==> src/load_switch_pkg.sv <==
package load_switch_pkg;

  // Register byte addresses.
  localparam logic [7:0] ADDR_CTRL       = 8'h00;
  localparam logic [7:0] ADDR_ON_POWER   = 8'h04;
  localparam logic [7:0] ADDR_OFF_POWER  = 8'h08;
  localparam logic [7:0] ADDR_QUAL_TIME  = 8'h0c;
  localparam logic [7:0] ADDR_RUN_TIME   = 8'h10;
  localparam logic [7:0] ADDR_ACT_LIMIT  = 8'h14;
  localparam logic [7:0] ADDR_STATUS     = 8'h18;
  localparam logic [7:0] ADDR_LIMIT_PCT  = 8'h1c;

  // Control register field positions.
  localparam int CTRL_ENABLE_BIT  = 0;
  localparam int CTRL_MODE_BIT    = 1;
  localparam int CTRL_DYNAMIC_BIT = 2;
  localparam int CTRL_DELAY_BIT   = 3;
  localparam int CTRL_RIPPLE_BIT  = 4;
  localparam int CTRL_MASTER_BIT  = 5;

  // Reset values.
  localparam logic [5:0]  CTRL_RESET      = 6'h00;
  localparam logic [19:0] ON_POWER_RESET  = 20'h003e8;
  localparam logic [19:0] OFF_POWER_RESET = 20'h001f4;
  localparam logic [10:0] QUAL_RESET      = 11'h001;
  localparam logic [10:0] RUN_RESET       = 11'h001;
  localparam logic [7:0]  ACT_RESET       = 8'h01;

  // Programmable ranges.
  localparam logic [19:0] POWER_MAX = 20'hf3e58;
  localparam logic [10:0] QUAL_MAX  = 11'h2d0;
  localparam logic [10:0] RUN_MAX   = 11'h5a0;
  localparam int          NO_GEN_HOURS = 3;
  localparam logic [7:0]  NO_GEN_MINUTES = 8'(NO_GEN_HOURS * 60);

  // Ripple receiver level codes and percentages.
  localparam logic [6:0] PCT_FULL  = 7'h64;
  localparam logic [6:0] PCT_SIXTY = 7'h3c;
  localparam logic [6:0] PCT_THIRTY = 7'h1e;
  localparam logic [6:0] PCT_ZERO  = 7'h00;

  typedef enum logic [1:0]
  {
    ST_IDLE    = 2'b00,
    ST_QUALIFY = 2'b01,
    ST_RUN     = 2'b11,
    ST_HOLD    = 2'b10
  } sw_state_t;

  typedef struct packed
  {
    logic        enable;
    logic        powerMode;
    logic        dynamic;
    logic        delayEn;
    logic [19:0] onPower;
    logic [19:0] offPower;
    logic [10:0] qualTime;
    logic [10:0] runTime;
    logic [7:0]  actLimit;
  } sw_cfg_t;

endpackage : load_switch_pkg

==> src/load_switch_controller.sv <==
`timescale 1ns/1ps
module load_switch_controller
  import load_switch_pkg::*;
(
  input  wire logic        mclk,           // System clock, 200 MHz.
  input  wire logic        rst,            // Synchronous reset, active high.
  input  wire logic        minuteTick,     // One-cycle pulse each minute.
  input  wire logic        dayTick,        // One-cycle pulse at day start.
  input  wire logic [19:0] genPower,       // Measured generated power in watts.
  input  wire logic [19:0] homePower,      // Measured building consumption in watts.
  input  wire logic        converterOn,    // Converter is feeding.
  input  wire logic        faultActive,    // Converter fault present.
  input  wire logic [1:0]  ripplePins,     // Ripple receiver contacts.
  output logic             loadSwitchOutput,// Load relay drive.
  output logic      [6:0]  limitPct,       // Feed-in power limit percent.
  input  wire logic        s_axi_aclk_unused, // Not used; tie low.
  input  wire logic [7:0]  s_axi_awaddr,   // Write address.
  input  wire logic        s_axi_awvalid,  // Write address valid.
  output logic             s_axi_awready,  // Write address ready.
  input  wire logic [31:0] s_axi_wdata,    // Write data.
  input  wire logic [3:0]  s_axi_wstrb,    // Write strobes.
  input  wire logic        s_axi_wvalid,   // Write data valid.
  output logic             s_axi_wready,   // Write data ready.
  output logic      [1:0]  s_axi_bresp,    // Write response.
  output logic             s_axi_bvalid,   // Write response valid.
  input  wire logic        s_axi_bready,   // Write response ready.
  input  wire logic [7:0]  s_axi_araddr,   // Read address.
  input  wire logic        s_axi_arvalid,  // Read address valid.
  output logic             s_axi_arready,  // Read address ready.
  output logic      [31:0] s_axi_rdata,    // Read data.
  output logic      [1:0]  s_axi_rresp,    // Read response.
  output logic             s_axi_rvalid,   // Read response valid.
  input  wire logic        s_axi_rready    // Read response ready.
);

  localparam logic [1:0] RESP_OKAY   = 2'b00;
  localparam logic [1:0] RESP_SLVERR = 2'b10;

  // Register file.
  logic [5:0]  ctrlReg;
  logic [19:0] onPowerReg;
  logic [19:0] offPowerReg;
  logic [10:0] qualReg;
  logic [10:0] runReg;
  logic [7:0]  actLimitReg;

  // AXI write and read paths.
  logic        awHeldReg;
  logic [7:0]  awAddrReg;
  logic        wHeldReg;
  logic [31:0] wDataReg;
  logic [3:0]  wStrbReg;
  logic        bValidReg;
  logic [1:0]  bRespReg;
  logic        rValidReg;
  logic [31:0] rDataReg;
  logic [1:0]  rRespReg;

  wire logic awTake  = s_axi_awvalid && !awHeldReg && !bValidReg;
  wire logic wTake   = s_axi_wvalid && !wHeldReg && !bValidReg;
  wire logic doWrite = awHeldReg && wHeldReg && !bValidReg;
  wire logic arTake  = s_axi_arvalid && !rValidReg;
  wire logic wFull   = (wStrbReg == 4'hf);

  wire logic wrCtrl  = doWrite && (awAddrReg == ADDR_CTRL);
  wire logic wrOn    = doWrite && (awAddrReg == ADDR_ON_POWER);
  wire logic wrOff   = doWrite && (awAddrReg == ADDR_OFF_POWER);
  wire logic wrQual  = doWrite && (awAddrReg == ADDR_QUAL_TIME);
  wire logic wrRun   = doWrite && (awAddrReg == ADDR_RUN_TIME);
  wire logic wrAct   = doWrite && (awAddrReg == ADDR_ACT_LIMIT);
  wire logic wrHit   = wrCtrl || wrOn || wrOff || wrQual || wrRun || wrAct;

  // Out-of-range values are refused so the counters always see a legal setting.
  wire logic onOk    = (wDataReg[19:0] >= 20'h00001) && (wDataReg[19:0] <= POWER_MAX)
                       && (wDataReg[31:20] == 12'h000);
  wire logic offOk   = (wDataReg[19:0] <= POWER_MAX) && (wDataReg[31:20] == 12'h000);
  wire logic qualOk  = (wDataReg[10:0] >= 11'h001) && (wDataReg[10:0] <= QUAL_MAX)
                       && (wDataReg[31:11] == 21'h0);
  wire logic runOk   = (wDataReg[10:0] >= 11'h001) && (wDataReg[10:0] <= RUN_MAX)
                       && (wDataReg[31:11] == 21'h0);
  wire logic valueOk = wFull && (wrCtrl || wrAct || (wrOn && onOk) || (wrOff && offOk)
                       || (wrQual && qualOk) || (wrRun && runOk));

  always_ff @(posedge mclk)
  begin
    if (rst)
    begin
      awHeldReg <= 1'b0;
      awAddrReg <= 8'h00;
      wHeldReg  <= 1'b0;
      wDataReg  <= 32'h0;
      wStrbReg  <= 4'h0;
      bValidReg <= 1'b0;
      bRespReg  <= RESP_OKAY;
    end
    else
    begin
      if (awTake)
      begin
        awHeldReg <= 1'b1;
        awAddrReg <= s_axi_awaddr;
      end
      if (wTake)
      begin
        wHeldReg <= 1'b1;
        wDataReg <= s_axi_wdata;
        wStrbReg <= s_axi_wstrb;
      end
      if (doWrite)
      begin
        awHeldReg <= 1'b0;
        wHeldReg  <= 1'b0;
        bValidReg <= 1'b1;
        bRespReg  <= (wrHit && valueOk) ? RESP_OKAY : RESP_SLVERR;
      end
      else if (bValidReg && s_axi_bready)
        bValidReg <= 1'b0;
    end
  end

  always_ff @(posedge mclk)
  begin
    if (rst)
    begin
      ctrlReg     <= CTRL_RESET;
      onPowerReg  <= ON_POWER_RESET;
      offPowerReg <= OFF_POWER_RESET;
      qualReg     <= QUAL_RESET;
      runReg      <= RUN_RESET;
      actLimitReg <= ACT_RESET;
    end
    else if (valueOk)
    begin
      if (wrCtrl)
        ctrlReg <= wDataReg[5:0];
      if (wrOn)
        onPowerReg <= wDataReg[19:0];
      if (wrOff)
        offPowerReg <= wDataReg[19:0];
      if (wrQual)
        qualReg <= wDataReg[10:0];
      if (wrRun)
        runReg <= wDataReg[10:0];
      if (wrAct)
        actLimitReg <= wDataReg[7:0];
    end
  end

  // Controller state, declared ahead of the read mux that reports it.
  sw_state_t   stateReg;
  sw_state_t   stateNext;
  logic [10:0] minCntReg;
  logic [7:0]  noGenReg;
  logic [7:0]  actCntReg;
  logic        abandonedReg;

  logic [31:0] rdMux;
  logic        rdHit;
  always_comb
  begin
    rdMux = 32'h0;
    rdHit = 1'b1;
    unique case (s_axi_araddr)
      ADDR_CTRL:      rdMux = {26'h0, ctrlReg};
      ADDR_ON_POWER:  rdMux = {12'h0, onPowerReg};
      ADDR_OFF_POWER: rdMux = {12'h0, offPowerReg};
      ADDR_QUAL_TIME: rdMux = {21'h0, qualReg};
      ADDR_RUN_TIME:  rdMux = {21'h0, runReg};
      ADDR_ACT_LIMIT: rdMux = {24'h0, actLimitReg};
      ADDR_STATUS:    rdMux = {9'h0, abandonedReg, actCntReg, minCntReg,
                               stateReg, loadSwitchOutput};
      ADDR_LIMIT_PCT: rdMux = {25'h0, limitPct};
      default:        rdHit = 1'b0;
    endcase
  end

  always_ff @(posedge mclk)
  begin
    if (rst)
    begin
      rValidReg <= 1'b0;
      rDataReg  <= 32'h0;
      rRespReg  <= RESP_OKAY;
    end
    else if (arTake)
    begin
      rValidReg <= 1'b1;
      rDataReg  <= rdMux;
      rRespReg  <= rdHit ? RESP_OKAY : RESP_SLVERR;
    end
    else if (rValidReg && s_axi_rready)
      rValidReg <= 1'b0;
  end

  assign s_axi_awready = !awHeldReg && !bValidReg;
  assign s_axi_wready  = !wHeldReg && !bValidReg;
  assign s_axi_bvalid  = bValidReg;
  assign s_axi_bresp   = bRespReg;
  assign s_axi_arready = !rValidReg;
  assign s_axi_rvalid  = rValidReg;
  assign s_axi_rdata   = rDataReg;
  assign s_axi_rresp   = rRespReg;

  // Configuration view and power comparisons.
  wire logic        enable    = ctrlReg[CTRL_ENABLE_BIT];
  wire logic        powerMode = ctrlReg[CTRL_MODE_BIT];
  wire logic        dynamic   = ctrlReg[CTRL_DYNAMIC_BIT];
  wire logic        delayEn   = ctrlReg[CTRL_DELAY_BIT];
  wire logic [20:0] onLimit   = dynamic ? (21'(onPowerReg) + 21'(homePower))
                                        : 21'(onPowerReg);
  wire logic [20:0] offLimit  = dynamic ? (21'(offPowerReg) + 21'(homePower))
                                        : 21'(offPowerReg);
  wire logic        aboveOn   = (21'(genPower) > onLimit);
  wire logic        reachOn   = (21'(genPower) >= onLimit);
  wire logic        belowOff  = (21'(genPower) < offLimit);
  wire logic        dropout   = !converterOn || faultActive;
  wire logic        noCurrent = (genPower == 20'h0);
  wire logic        actsLeft  = (actCntReg < actLimitReg);
  wire logic        qualDone  = minuteTick && (minCntReg + 11'h001 >= qualReg);
  wire logic        runDone   = minuteTick && (minCntReg + 11'h001 >= runReg);
  wire logic        holdDone  = minuteTick && (minCntReg + 11'h001 >= qualReg);
  wire logic        stopCause = powerMode ? (belowOff || dropout)
                                          : (runDone || dropout);
  wire logic        noGenDone = minuteTick && (noGenReg + 8'h01 >= NO_GEN_MINUTES);

  always_comb
  begin
    stateNext = stateReg;
    unique case (stateReg)
      ST_IDLE:
        if (enable && !dropout && !abandonedReg)
        begin
          if (powerMode && reachOn)
            stateNext = ST_RUN;
          else if (!powerMode && actsLeft && aboveOn)
            stateNext = ST_QUALIFY;
        end
      ST_QUALIFY:
        if (!enable || powerMode || dropout || !aboveOn)
          stateNext = ST_IDLE;
        else if (qualDone)
          stateNext = ST_RUN;
      ST_RUN:
        if (!enable)
          stateNext = ST_IDLE;
        else if (!powerMode && runDone)
          stateNext = ST_IDLE;
        else if (stopCause)
          stateNext = delayEn ? ST_HOLD : ST_IDLE;
      ST_HOLD:
        if (!enable)
          stateNext = ST_IDLE;
        else if (!dropout && !(powerMode && belowOff))
          stateNext = ST_RUN;
        else if (holdDone)
          stateNext = ST_IDLE;
    endcase
  end

  // The minute counter serves whichever timer the state needs.
  wire logic stateChange = (stateNext != stateReg);
  wire logic runStart    = (stateReg == ST_QUALIFY) && (stateNext == ST_RUN);

  always_ff @(posedge mclk)
  begin
    if (rst)
    begin
      stateReg     <= ST_IDLE;
      minCntReg    <= 11'h000;
      noGenReg     <= 8'h00;
      actCntReg    <= 8'h00;
      abandonedReg <= 1'b0;
    end
    else
    begin
      stateReg <= stateNext;
      if (stateChange && !(stateReg == ST_HOLD && stateNext == ST_RUN))
        minCntReg <= 11'h000;
      else if (minuteTick && stateReg != ST_IDLE && !powerMode)
        minCntReg <= minCntReg + 11'h001;
      else if (minuteTick && stateReg == ST_HOLD)
        minCntReg <= minCntReg + 11'h001;
      if (!noCurrent || stateReg == ST_IDLE)
        noGenReg <= 8'h00;
      else if (minuteTick)
        noGenReg <= noGenReg + 8'h01;
      // A run that starts on the day edge still counts against the new day.
      if (dayTick)
        actCntReg <= runStart ? 8'h01 : 8'h00;
      else if (runStart)
        actCntReg <= actCntReg + 8'h01;
      if (!powerMode && stateReg != ST_IDLE && noGenDone)
        abandonedReg <= 1'b1;
      else if (dayTick)
        abandonedReg <= 1'b0;
      if (!powerMode && noGenDone && stateReg != ST_IDLE)
        stateReg <= ST_IDLE;
    end
  end

  assign loadSwitchOutput = (stateReg == ST_RUN) || (stateReg == ST_HOLD);

  ripple_level_select u_ripple
  (
    .mclk         (mclk),
    .rst          (rst),
    .ripplePins   (ripplePins),
    .rippleActive (ctrlReg[CTRL_RIPPLE_BIT]),
    .isMaster     (ctrlReg[CTRL_MASTER_BIT]),
    .limitPct     (limitPct)
  );

  property p_off_after_reset;
    @(posedge mclk) rst |=> !loadSwitchOutput;
  endproperty
  a_off_after_reset: assert property (p_off_after_reset)
    else $error("Output on right after reset.");

  property p_qualify_drop;
    @(posedge mclk) disable iff (rst)
      (stateReg == ST_QUALIFY && !aboveOn) |=> (stateReg == ST_IDLE);
  endproperty
  a_qualify_drop: assert property (p_qualify_drop)
    else $error("Qualify timer not restarted on power drop.");

  property p_power_on;
    @(posedge mclk) disable iff (rst)
      (stateReg == ST_IDLE && enable && powerMode && reachOn && !dropout
       && !abandonedReg) |=> loadSwitchOutput;
  endproperty
  a_power_on: assert property (p_power_on)
    else $error("Power mode did not switch on.");

  property p_power_off;
    @(posedge mclk) disable iff (rst)
      (stateReg == ST_RUN && enable && powerMode && belowOff && !delayEn)
      |=> !loadSwitchOutput;
  endproperty
  a_power_off: assert property (p_power_off)
    else $error("Power mode did not switch off.");

  property p_hold_keeps_on;
    @(posedge mclk) disable iff (rst)
      (stateReg == ST_RUN && enable && delayEn && dropout
       && !(!powerMode && (runDone || noGenDone))) |=> loadSwitchOutput;
  endproperty
  a_hold_keeps_on: assert property (p_hold_keeps_on)
    else $error("Off-delay did not hold the output.");

  property p_shutdown_ends;
    @(posedge mclk) disable iff (rst)
      (stateReg == ST_RUN && !powerMode && dropout && !delayEn) |=> !loadSwitchOutput;
  endproperty
  a_shutdown_ends: assert property (p_shutdown_ends)
    else $error("Shutdown did not end run time.");

  property p_act_limit;
    @(posedge mclk) disable iff (rst)
      (stateReg == ST_IDLE && !powerMode && !actsLeft) |=> (stateReg != ST_QUALIFY);
  endproperty
  a_act_limit: assert property (p_act_limit)
    else $error("Activation count exceeded.");

  property p_day_clear;
    @(posedge mclk) disable iff (rst) (dayTick && !runStart) |=> (actCntReg == 8'h00);
  endproperty
  a_day_clear: assert property (p_day_clear)
    else $error("Daily counter not cleared.");

  property p_bresp_order;
    @(posedge mclk) disable iff (rst) doWrite |=> s_axi_bvalid;
  endproperty
  a_bresp_order: assert property (p_bresp_order)
    else $error("Write response missing.");

  c_timed_run: cover property (@(posedge mclk) disable iff (rst) runStart);
  c_hold: cover property (@(posedge mclk) disable iff (rst)
    stateReg == ST_HOLD ##1 stateReg == ST_RUN);
  c_abandon: cover property (@(posedge mclk) disable iff (rst) $rose(abandonedReg));

endmodule : load_switch_controller

==> src/ripple_level_select.sv <==
`timescale 1ns/1ps
module ripple_level_select
  import load_switch_pkg::*;
(
  input  wire logic       mclk,        // System clock.
  input  wire logic       rst,         // Synchronous reset.
  input  wire logic [1:0] ripplePins,  // Receiver contacts from the pins.
  input  wire logic       rippleActive,// Analogue input set to power control.
  input  wire logic       isMaster,    // This unit holds the receiver.
  output logic      [6:0] limitPct     // Feed-in power limit in percent.
);

  logic [1:0] s1Reg;
  logic [1:0] s2Reg;
  logic [1:0] s3Reg;
  logic [1:0] stableReg;
  logic [6:0] pctReg;
  logic [6:0] pctNext;

  wire logic agree = (s2Reg == s3Reg);

  // Only the master obeys the receiver; without acceptance the unit feeds fully.
  always_comb
  begin
    pctNext = PCT_FULL;
    if (rippleActive && isMaster)
    begin
      unique case (stableReg)
        2'b00: pctNext = PCT_FULL;
        2'b01: pctNext = PCT_SIXTY;
        2'b10: pctNext = PCT_THIRTY;
        2'b11: pctNext = PCT_ZERO;
      endcase
    end
  end

  always_ff @(posedge mclk)
  begin
    if (rst)
    begin
      s1Reg     <= 2'h0;
      s2Reg     <= 2'h0;
      s3Reg     <= 2'h0;
      stableReg <= 2'h0;
      pctReg    <= PCT_FULL;
    end
    else
    begin
      s1Reg <= ripplePins;
      s2Reg <= s1Reg;
      s3Reg <= s2Reg;
      if (agree)
        stableReg <= s3Reg;
      pctReg <= pctNext;
    end
  end

  assign limitPct = pctReg;

  property p_limit_full_inactive;
    @(posedge mclk) disable iff (rst)
      !(rippleActive && isMaster) |=> (limitPct == PCT_FULL);
  endproperty
  a_limit_full_inactive: assert property (p_limit_full_inactive)
    else $error("Limit not full while receiver control inactive.");

  property p_limit_levels;
    @(posedge mclk) disable iff (rst)
      (limitPct == PCT_FULL) || (limitPct == PCT_SIXTY) ||
      (limitPct == PCT_THIRTY) || (limitPct == PCT_ZERO);
  endproperty
  a_limit_levels: assert property (p_limit_levels)
    else $error("Limit outside the four levels.");

endmodule : ripple_level_select

==> config.mk <==
export PLATFORM = sky130hd
export DESIGN_NAME = load_switch_controller
export DESIGN_NICKNAME = d
export VERILOG_FILES = /design/src/load_switch_pkg.sv /design/src/load_switch_controller.sv /design/src/ripple_level_select.sv
export SDC_FILE = /design/constraint.sdc
export NUM_CORES = 1
export LEC_CHECK = 0
export ABC_AREA = 1
export BUFFER_PORTS_ARGS = -buffer_cell sky130_fd_sc_hd__buf_2
export CAP_MARGIN = 40
export CORE_ASPECT_RATIO = 0.75
export CORE_MARGIN = 4
export CORE_UTILIZATION = 54
export DETAILED_ROUTE_END_ITERATION = 7
export GPL_TIMING_DRIVEN = 1
export HOLD_SLACK_MARGIN = 0.08
export PLACE_DENSITY = 0.79
export SETUP_SLACK_MARGIN = 0.2
export SYNTH_ARGS = -nofsm -noshare
export SYNTH_HDL_FRONTEND = slang
export SYNTH_SLANG_ARGS = --single-unit
==> constraint.sdc <==
create_clock -name mclk -period 4 [get_ports mclk]
set_input_delay 0 -clock mclk [delete_from_list [all_inputs] [get_ports mclk]]
set_output_delay 0 -clock mclk [all_outputs]
set_load 0.02 [all_outputs]
==> summary by stage, run 1 <==
Floorplanning
In this run the count of I/O pins placed on the die edge is 155. The die is ~140 um tall. The starting density of the core is a little under three fifths.

The die covers around 26000 um2. The width of the chip is between 150 and 200 um. The placement row count is between 40 and 50. The core region is 22400 um2.

Clock network
For the worst-skew pair, the clock arrives at the later sink with an insertion delay of 450 ps. No sink is reached through more buffers than the 2 on the longest clock path. CTS saw roughly 190 sinks. TritonCTS built the clock tree. After clock tree synthesis, the clock-pin slew on the worst setup and hold paths is about 70 ps. The level count of the clock H-tree is 4. Counting the buffers created by CTS gives 17. The root buffer cell chosen for the clock tree is sky130_fd_sc_hd__clkbuf_16.

Power and ir drop
For this design the ratio of total power to cell area is roughly 300 nW/um2. IR analysis of the VDD net gives a maximum drop of roughly 0.00031 V. The reported leakage power is ~7 nW.

Setup path
STA classifies the critical path endpoint as a flip-flop. For the worst setup path, the data required time is approximately 4400 ps. The start-to-end type of the worst setup path is reg2reg. On the critical path, the stage with the largest delay is an instance of sky130_fd_sc_hd__fa_2. Data arrives at the worst endpoint at 4300 ps. For this run, the slowest stage of the critical path takes between 300 and 400 ps. Counting stages on the worst path, the most repeated cell is sky130_fd_sc_hd__nand3_2. The highest net fanout along the worst path is 11. The path depth of the worst reg2reg path is 27.

STA classifies the critical path startpoint as a flip-flop.

Global routing
The first-pass GRT wire length is between 60000 and 70000 um. The initial antenna violation count is 1. The via count of the first global-routing pass is roughly 12000. The total congestion overflow is 0.

The total global routing track utilization is ~34%. Entering global routing, the biggest net connects 69 pins.

Synth
The share of the yosys chip area belonging to registers is a little under a third. After technology mapping, the gate count stands at about 1800. The share of the synthesized area in the top cell type is a little under a third. The commonest cells after synthesis are 292 x sky130_fd_sc_hd__nand2_1, 193 x sky130_fd_sc_hd__a21oi_1, 192 x sky130_fd_sc_hd__dfxtp_1, 189 x sky130_fd_sc_hd__inv_1, 157 x sky130_fd_sc_hd__nor2_1. The cell area after synthesis is approximately 12000 um2. For this run, asynchronously set or reset flops after synthesis account for 0%. Yosys printed 0 warnings. Of all cell types, the one taking the most synthesized area is sky130_fd_sc_hd__dfxtp_1.

The dominant register cell in the synthesized netlist is sky130_fd_sc_hd__dfxtp_1. The synthesized design contains 0 enable-type register cells. Synthesis inferred roughly 190 register bits. The number of unique standard cell types used by synthesis is 63. The library cell with the highest instance count after synthesis is sky130_fd_sc_hd__nand2_1.

By area the synthesized netlist is led by sky130_fd_sc_hd__dfxtp_1 31%, sky130_fd_sc_hd__ha_1 12%, sky130_fd_sc_hd__nand2_1 8.8%. The mean instance size in the synthesized netlist is 7.12 um2.

Placed design
The detailed-placement wirelength estimate is between 30000 and 40000 um. The count of input and output buffers is 141. Prior to clock tree synthesis, the placed netlist has a worst setup slack of -443 ps. In this run the cell area measured after placement is roughly 14000 um2. Routability-driven placement finished with a final weighted congestion of roughly 1.

Drt
The detailed-routing iteration count for the pre-antenna-repair pass is 6. The detailed router finished its first iteration with 1952 violations. The wire length per cell after detailed routing is around 19 um. The via density per instance is 5.89. For this run, design rule violations remaining after detail routing come to 0. Once detail routing completed, the nets flagged for antenna violations numbered 0.

Summing over every cut layer, the via total after detailed routing is ~14000. Summed over all layers, the routed wires come to about 45000 um.

Cells and area
With fillers left out, the area of the finished cells amounts to 15600 um2. The area added between synthesis and finish is 24.9%. The repair_antennas step left the layout with diodes totalling 0.

The layout filler cell count is around 1900. The net count reported at finish is between 2000 and 2500. The post-route netlist has ~19% of its cells at a drive strength greater than 1.

Once layout is complete, the utilization of the core stands at roughly 70%.

STA
The number of setup violations in the final report is 0. The largest clock skew in the final design is around 18 ps. At the pin with the least slew margin, the transition time is between 1000 and 1500 ps. In this run the tightest slew margin relative to its limit is between 20% and 30%. The clock period could shrink to slightly below 4000 ps. The tightest hold margin is just under 90 ps. The part of the cycle the worst path needs is between 90% and 100%. The final count of pins violating max slew came to 0. The achievable frequency is ~250 MHz. The number of hold violations in the final report is 0.

The worst path setup slack after routing is ~65 ps. Setup repair after global routing could not meet its margin everywhere.

Run
The tool flagged a number of max-cap violations equal to 0.

Outcome
The run finished with clean final reports.

Worst hold path
The instance count along the most critical hold path is 4. The path class of the lowest-slack min-delay path is in2reg.
==> cell families after synthesis <==
| family | synth area share (%) |
|---|---|
| compound gates | 20.8 |
| mux | 1.36 |
| flops | 30.8 |
| other cells | 0.0300 |
| buf+inv | 8.97 |
| fa+ha+maj | 11.9 |
| simple gates | 23.4 |
| xor+xnor | 2.73 |
==> final timing paths <==
check / from / endpoint / slack, ps
setup / recovery: onPowerReg[0] / minCntReg[10] / 60
hold / removal: genPower[16] / noGenReg[7] / 90
setup reg to reg: onPowerReg[0] / minCntReg[10] / 60
hold reg to reg: u_ripple.s1Reg[0] / u_ripple.s2Reg[0] / 400
==> power by group <==
group / internal, mW / switching [mW] / leakage, nW
clock: 0.928 / 0.884 / 0.303
combinational: 0.335 / 0.526 / 5.13
sequential: 1.97 / 0.0742 / 1.56
total: 3.24 / 1.48 / 6.99
==> repair_timing <==
action                                  4_1_cts  5_1_grt
endpoints found under the setup margin       21       21
hold buffers                                 62        0
setup buffers                                 7        5
gates resized for setup                      39       59
pin swaps                                    23       20
endpoints found under the hold margin        84        0
==> area by class of cell <==
cell class | instances | area [um2] | area share [%]
inverters | 200 | 758 | 4.86
repair buffers | 296 | 2080 | 13.3
well taps | 294 | 368 | 2.36
flip-flops and latches | 192 | 3850 | 24.7
clock inverters | 14 | 185 | 1.19
clock buffers | 18 | 439 | 2.81
multi-input cells | 1304 | 7920 | 50.7
==> cells in the final DEF, fill, tap and decap left out, types with 7 or more instances in the layout <==
cell type and count:
sky130_fd_sc_hd__a21oi_1 184, sky130_fd_sc_hd__a21o_1 7, sky130_fd_sc_hd__dfxtp_1 184, sky130_fd_sc_hd__o21ai_0 145
sky130_fd_sc_hd__xnor2_1 18, sky130_fd_sc_hd__o22ai_1 20, sky130_fd_sc_hd__nand3_1 58, sky130_fd_sc_hd__nor2_1 150
sky130_fd_sc_hd__o211ai_1 24, sky130_fd_sc_hd__buf_2 141, sky130_fd_sc_hd__ha_1 105, sky130_fd_sc_hd__a21oi_2 8
sky130_fd_sc_hd__dfxtp_2 8, sky130_fd_sc_hd__clkbuf_16 17, sky130_fd_sc_hd__nand3_2 8, sky130_fd_sc_hd__ha_4 7
sky130_fd_sc_hd__nor3_1 25, sky130_fd_sc_hd__xor2_1 20, sky130_fd_sc_hd__nand2_2 9, sky130_fd_sc_hd__nor4_1 12
sky130_fd_sc_hd__inv_1 183, sky130_fd_sc_hd__nor2_4 7, sky130_fd_sc_hd__conb_1 12, sky130_fd_sc_hd__dlygate4sd3_1 62
sky130_fd_sc_hd__buf_4 85, sky130_fd_sc_hd__inv_2 11, sky130_fd_sc_hd__nor2_2 11, sky130_fd_sc_hd__nor3_2 16
sky130_fd_sc_hd__nand4_1 34, sky130_fd_sc_hd__mux2i_1 17, sky130_fd_sc_hd__o21ai_1 36, sky130_fd_sc_hd__nand2_1 289
==> critical path: cells and delay by family, from the launching register on <==
family | cells | cell delay, ps
AOI/OAI and AO/OA | 2 | 290
xor gates and xnor gates | 1 | 120
adders and majority gates | 3 | 850
buffers and inverters | 4 | 320
DFF | 1 | 340
muxes | 1 | 100
and+or+nand+nor | 16 | 1820
==> flip-flops by register name, indices dropped and copies added (netlist names), 11 cells and up <==
signal       cells
minCntReg       11
offPowerReg     20
onPowerReg      20
qualReg         11
runReg          11
s_axi_rdata     23
wDataReg        32
==> through the flow <==
stage,TNS (ps),std cells,total power [mW]
2_1_floorplan,0,1766,2.57
3_3_place_gp,-3360,2212,2.81
3_5_place_dp,-5030,2212,2.82
4_1_cts,0,2313,4.67
5_1_grt,-1480,2318,4.89
6_report,0,2318,4.72
==> metal layers <==
| layer | wire [um] | global-route usage, % | vias to the layer above | share of wire, % |
|---|---|---|---|---|
| met2 | 18300 | 47.9 | 807 | 41 |
| met1 | 20000 | 51.3 | 6248 | 44 |
| li1 | - | - | 6496 | - |
| met5 | 11 | 0 | - | 0.024 |
| met4 | 1080 | 8.39 | 2 | 2.4 |
| met3 | 5620 | 6.50 | 94 | 12 |
Power figures use the tool's default switching activity.
==> inputs of run 2 (changes only) <==
--- a/config.mk
+++ b/config.mk
@@ -8,9 +8,11 @@
 export ABC_AREA = 1
 export BUFFER_PORTS_ARGS = -buffer_cell sky130_fd_sc_hd__buf_2
 export CAP_MARGIN = 40
+export CELL_PAD_IN_SITES_DETAIL_PLACEMENT = 1
+export CELL_PAD_IN_SITES_GLOBAL_PLACEMENT = 1
 export CORE_ASPECT_RATIO = 0.75
 export CORE_MARGIN = 4
-export CORE_UTILIZATION = 54
+export CORE_UTILIZATION = 39
 export DETAILED_ROUTE_END_ITERATION = 7
 export GPL_TIMING_DRIVEN = 1
 export HOLD_SLACK_MARGIN = 0.08
==> summary by stage, run 2 (same netlist as run 1, synthesis figures left out) <==
Outcome
The run finished, with violations left. The final reports fail on setup timing.

Power and ir drop
Dividing total power by cell area gives a power density of roughly 300 nW/um2. The overall power after layout is ~4.8 mW. The internal portion of the total power is ~3.3 mW.

The total net switching power is approximately 1.5 mW. The analysis attributes to cell leakage a power of a little over 7 nW. Net switching is between 30% and 40% of the power. Sequential cells account for a little over two fifths of the total power.

In this run, the combinational gates consume between 15 and 20% of the power. The maximum resistive drop on vdd is 0.000293 V. The fraction of power consumed by the clock network is around 38%.

Placed design
Port buffering added around 140 buffers. The detailed-placement wirelength estimate is around 40000 um. The global placement routability congestion is a little over 1. The cell area reported after detailed placement is roughly 14000 um2. The count of placed standard cells including taps is between 2000 and 2500.

STA
Of the available clock period, the critical path in the final layout requires 101%. The worst path in the final design needs a cycle of roughly 4100 ps, including I/O delays and setup. The number of setup violations in the final report is 12. Timing would allow up to 246 MHz. The total negative slack for setup checks is -235 ps. Setup repair after global routing could not meet its margin everywhere.

The worst path setup slack after routing is -59.6 ps. Headroom to the max-slew limit came out at about two fifths. The number of hold violations in the final report was 0. The final count of pins violating max slew is 0. For the pin with the worst max-slew slack, the measured transition is approximately 900 ps. The largest clock skew in the final design is around 19 ps.

Floorplanning
For this configuration, the core starts out at a cell density of 39.8%. The top-level port count is between 150 and 200. The area of the die is roughly 35000 um2. The placement row count is 56. The vertical die dimension is between 150 and 200 um. The width of the chip is around 210 um. The core footprint is 31400 um2.

Worst hold path
The path class of the tightest hold or removal check is in2reg. The start point of the worst hold path is s_axi_awvalid.

Setup path
STA classifies the critical path endpoint as a flip-flop. The startpoint identified for the worst register-to-register timing path is offPowerReg[0]. STA classifies the critical path startpoint as a flip-flop. The worst path required time is 4360 ps. The critical path launch point is offPowerReg[0]. The critical path is of the reg2reg type. The highest net fanout along the worst path is 5. STA puts the critical path data arrival time at about 4400 ps.

Cells and area
The antenna cell count is 0. The commonest non-fill, non-tap cell in the layout is sky130_fd_sc_hd__nand2_1. The net count reported at finish is around 2300.

The register ranked first by flip-flop count is wDataReg. The layout filler cell count is between 3000 and 4000. The area of all placed cells without fillers is about 16000 um2. The top cell types in the final layout, fill and taps aside, are 283 x sky130_fd_sc_hd__nand2_1, 188 x sky130_fd_sc_hd__dfxtp_1, 183 x sky130_fd_sc_hd__inv_1. Of the cells placed in the final design, the portion with a size suffix greater than 1 is between 20% and 30%.

The number of non-filler instances in the completed layout is between 2000 and 2500. The area added between synthesis and finish is 28.7%. The flip-flop count of the largest register, all copies and words added is 32.

Clock network
The worst-skew pair later-pin latency is 450 ps. The H-tree was split into 4 levels. TritonCTS built the clock tree. The root buffer cell is sky130_fd_sc_hd__clkbuf_16.

In this run the deepest clock path goes through 2 buffers. The tree built by TritonCTS fans out to between 150 and 200 sinks. The number of clock buffers added by TritonCTS is 17. Clock-pin slew was measured on the worst setup and hold paths at ~70 ps.

Global routing
Entering global routing, the biggest net connects 66 pins. The via count of the first global-routing pass is around 14000. The first-pass GRT wire length is 78800 um. The initial antenna violation count is 2. For this run, the total global-route usage over all layers was measured as approximately 29%. The total congestion overflow is 0.

Drt
The detailed-routing iteration count for the pre-antenna-repair pass is 5. The post-route antenna net violation count is 0. The number of vias after detailed routing is roughly 14000. Summed over all layers, the routed wires come to between 50000 and 60000 um.

The number of remaining DRC errors is 0. The via density per instance is between 5 and 6. The number of DRC markers in iteration 0 is 1198. The wire length per cell after detailed routing is between 20 and 25 um.

Run
The count of max-cap constraint violations is 0.
-- run 2: final timing paths --
check | end | slack, ps | depth (start not counted)
worst max-delay path | minCntReg[10] | -60 | 24
worst min register to register | u_ripple.s2Reg[1] | 410 | 2
worst min-delay path | awAddrReg[5] | 110 | 3
worst max register to register | minCntReg[10] | -60 | 24
-- run 2: area by class of cell --
class	instances	area, um2	area share, %
multi-input cells	1304	8160	50.7
flip-flops and latches	192	3850	23.9
repair buffers	313	2220	13.8
inverters	200	756	4.70
well taps	406	508	3.16
clock buffers	17	425	2.65
clock inverters	14	168	1.04
-- run 2: per-layer routing --
layer  wire (um)  GRT usage [%]  share of wire, %  vias to the layer above
li1            -              -                 -                     6521
met1       24000           40.2                45                     6700
met2       22900           43.8                43                      551
met3        5030           8.41               9.4                       85
met4        1410           8.04               2.6                        2
met5          16              0             0.030                        -
-- run 2: power by group through the flow --
stage | registers, mW | clock network [mW] | logic, mW
6_report | 2.05 | 1.79 | 0.924
4_1_cts | 2.05 | 1.82 | 0.848
3_5_place_dp | 2.09 | 0 | 0.768
3_3_place_gp | 2.09 | 0 | 0.737
5_1_grt | 2.06 | 1.90 | 1.01
2_1_floorplan | 2.06 | 0 | 0.502
-- run 2: through the flow --
step	utilization [%]	hold WS (ps)	worst slack [ps]
CTS	49.7	80.5	72.2
global placement	45.0	203	-243
floorplan	-	107	241
global route	51.2	145	-272
finish	51.2	114	-59.6
detailed placement	45.0	217	-418
-- run 2: repair_timing --
| item | 4_1_cts | 5_1_grt |
|---|---|---|
| endpoints found under the setup margin | 21 | 21 |
| resized for setup | 57 | 92 |
| buffers inserted | 9 | 9 |
| gates cloned | 0 | 1 |
| endpoints found under the hold margin | 80 | 0 |
| hold buffers | 59 | 0 |
| pin swaps | 19 | 26 |
-- run 2: critical path: stages (launching register included) --
cell and delay [ps]:
sky130_fd_sc_hd__dfxtp_1 350, sky130_fd_sc_hd__ha_2 190, sky130_fd_sc_hd__inv_1 50, sky130_fd_sc_hd__fa_2 350
sky130_fd_sc_hd__nand3b_1 190, sky130_fd_sc_hd__nand3_2 150, sky130_fd_sc_hd__inv_1 80, sky130_fd_sc_hd__o21bai_2 190
sky130_fd_sc_hd__buf_4 150, sky130_fd_sc_hd__xor2_2 160, sky130_fd_sc_hd__mux2i_2 140, sky130_fd_sc_hd__ha_1 340
sky130_fd_sc_hd__nand2_1 90, sky130_fd_sc_hd__nor3_2 170, sky130_fd_sc_hd__nand2_1 70, sky130_fd_sc_hd__nand2_1 90
sky130_fd_sc_hd__nand4_1 150, sky130_fd_sc_hd__nand3_4 170, sky130_fd_sc_hd__o211ai_1 150, sky130_fd_sc_hd__nand3_1 180
sky130_fd_sc_hd__nand2_2 80, sky130_fd_sc_hd__nand2_2 80, sky130_fd_sc_hd__nand3_4 100, sky130_fd_sc_hd__clkbuf_16 180
sky130_fd_sc_hd__nor3_2 120
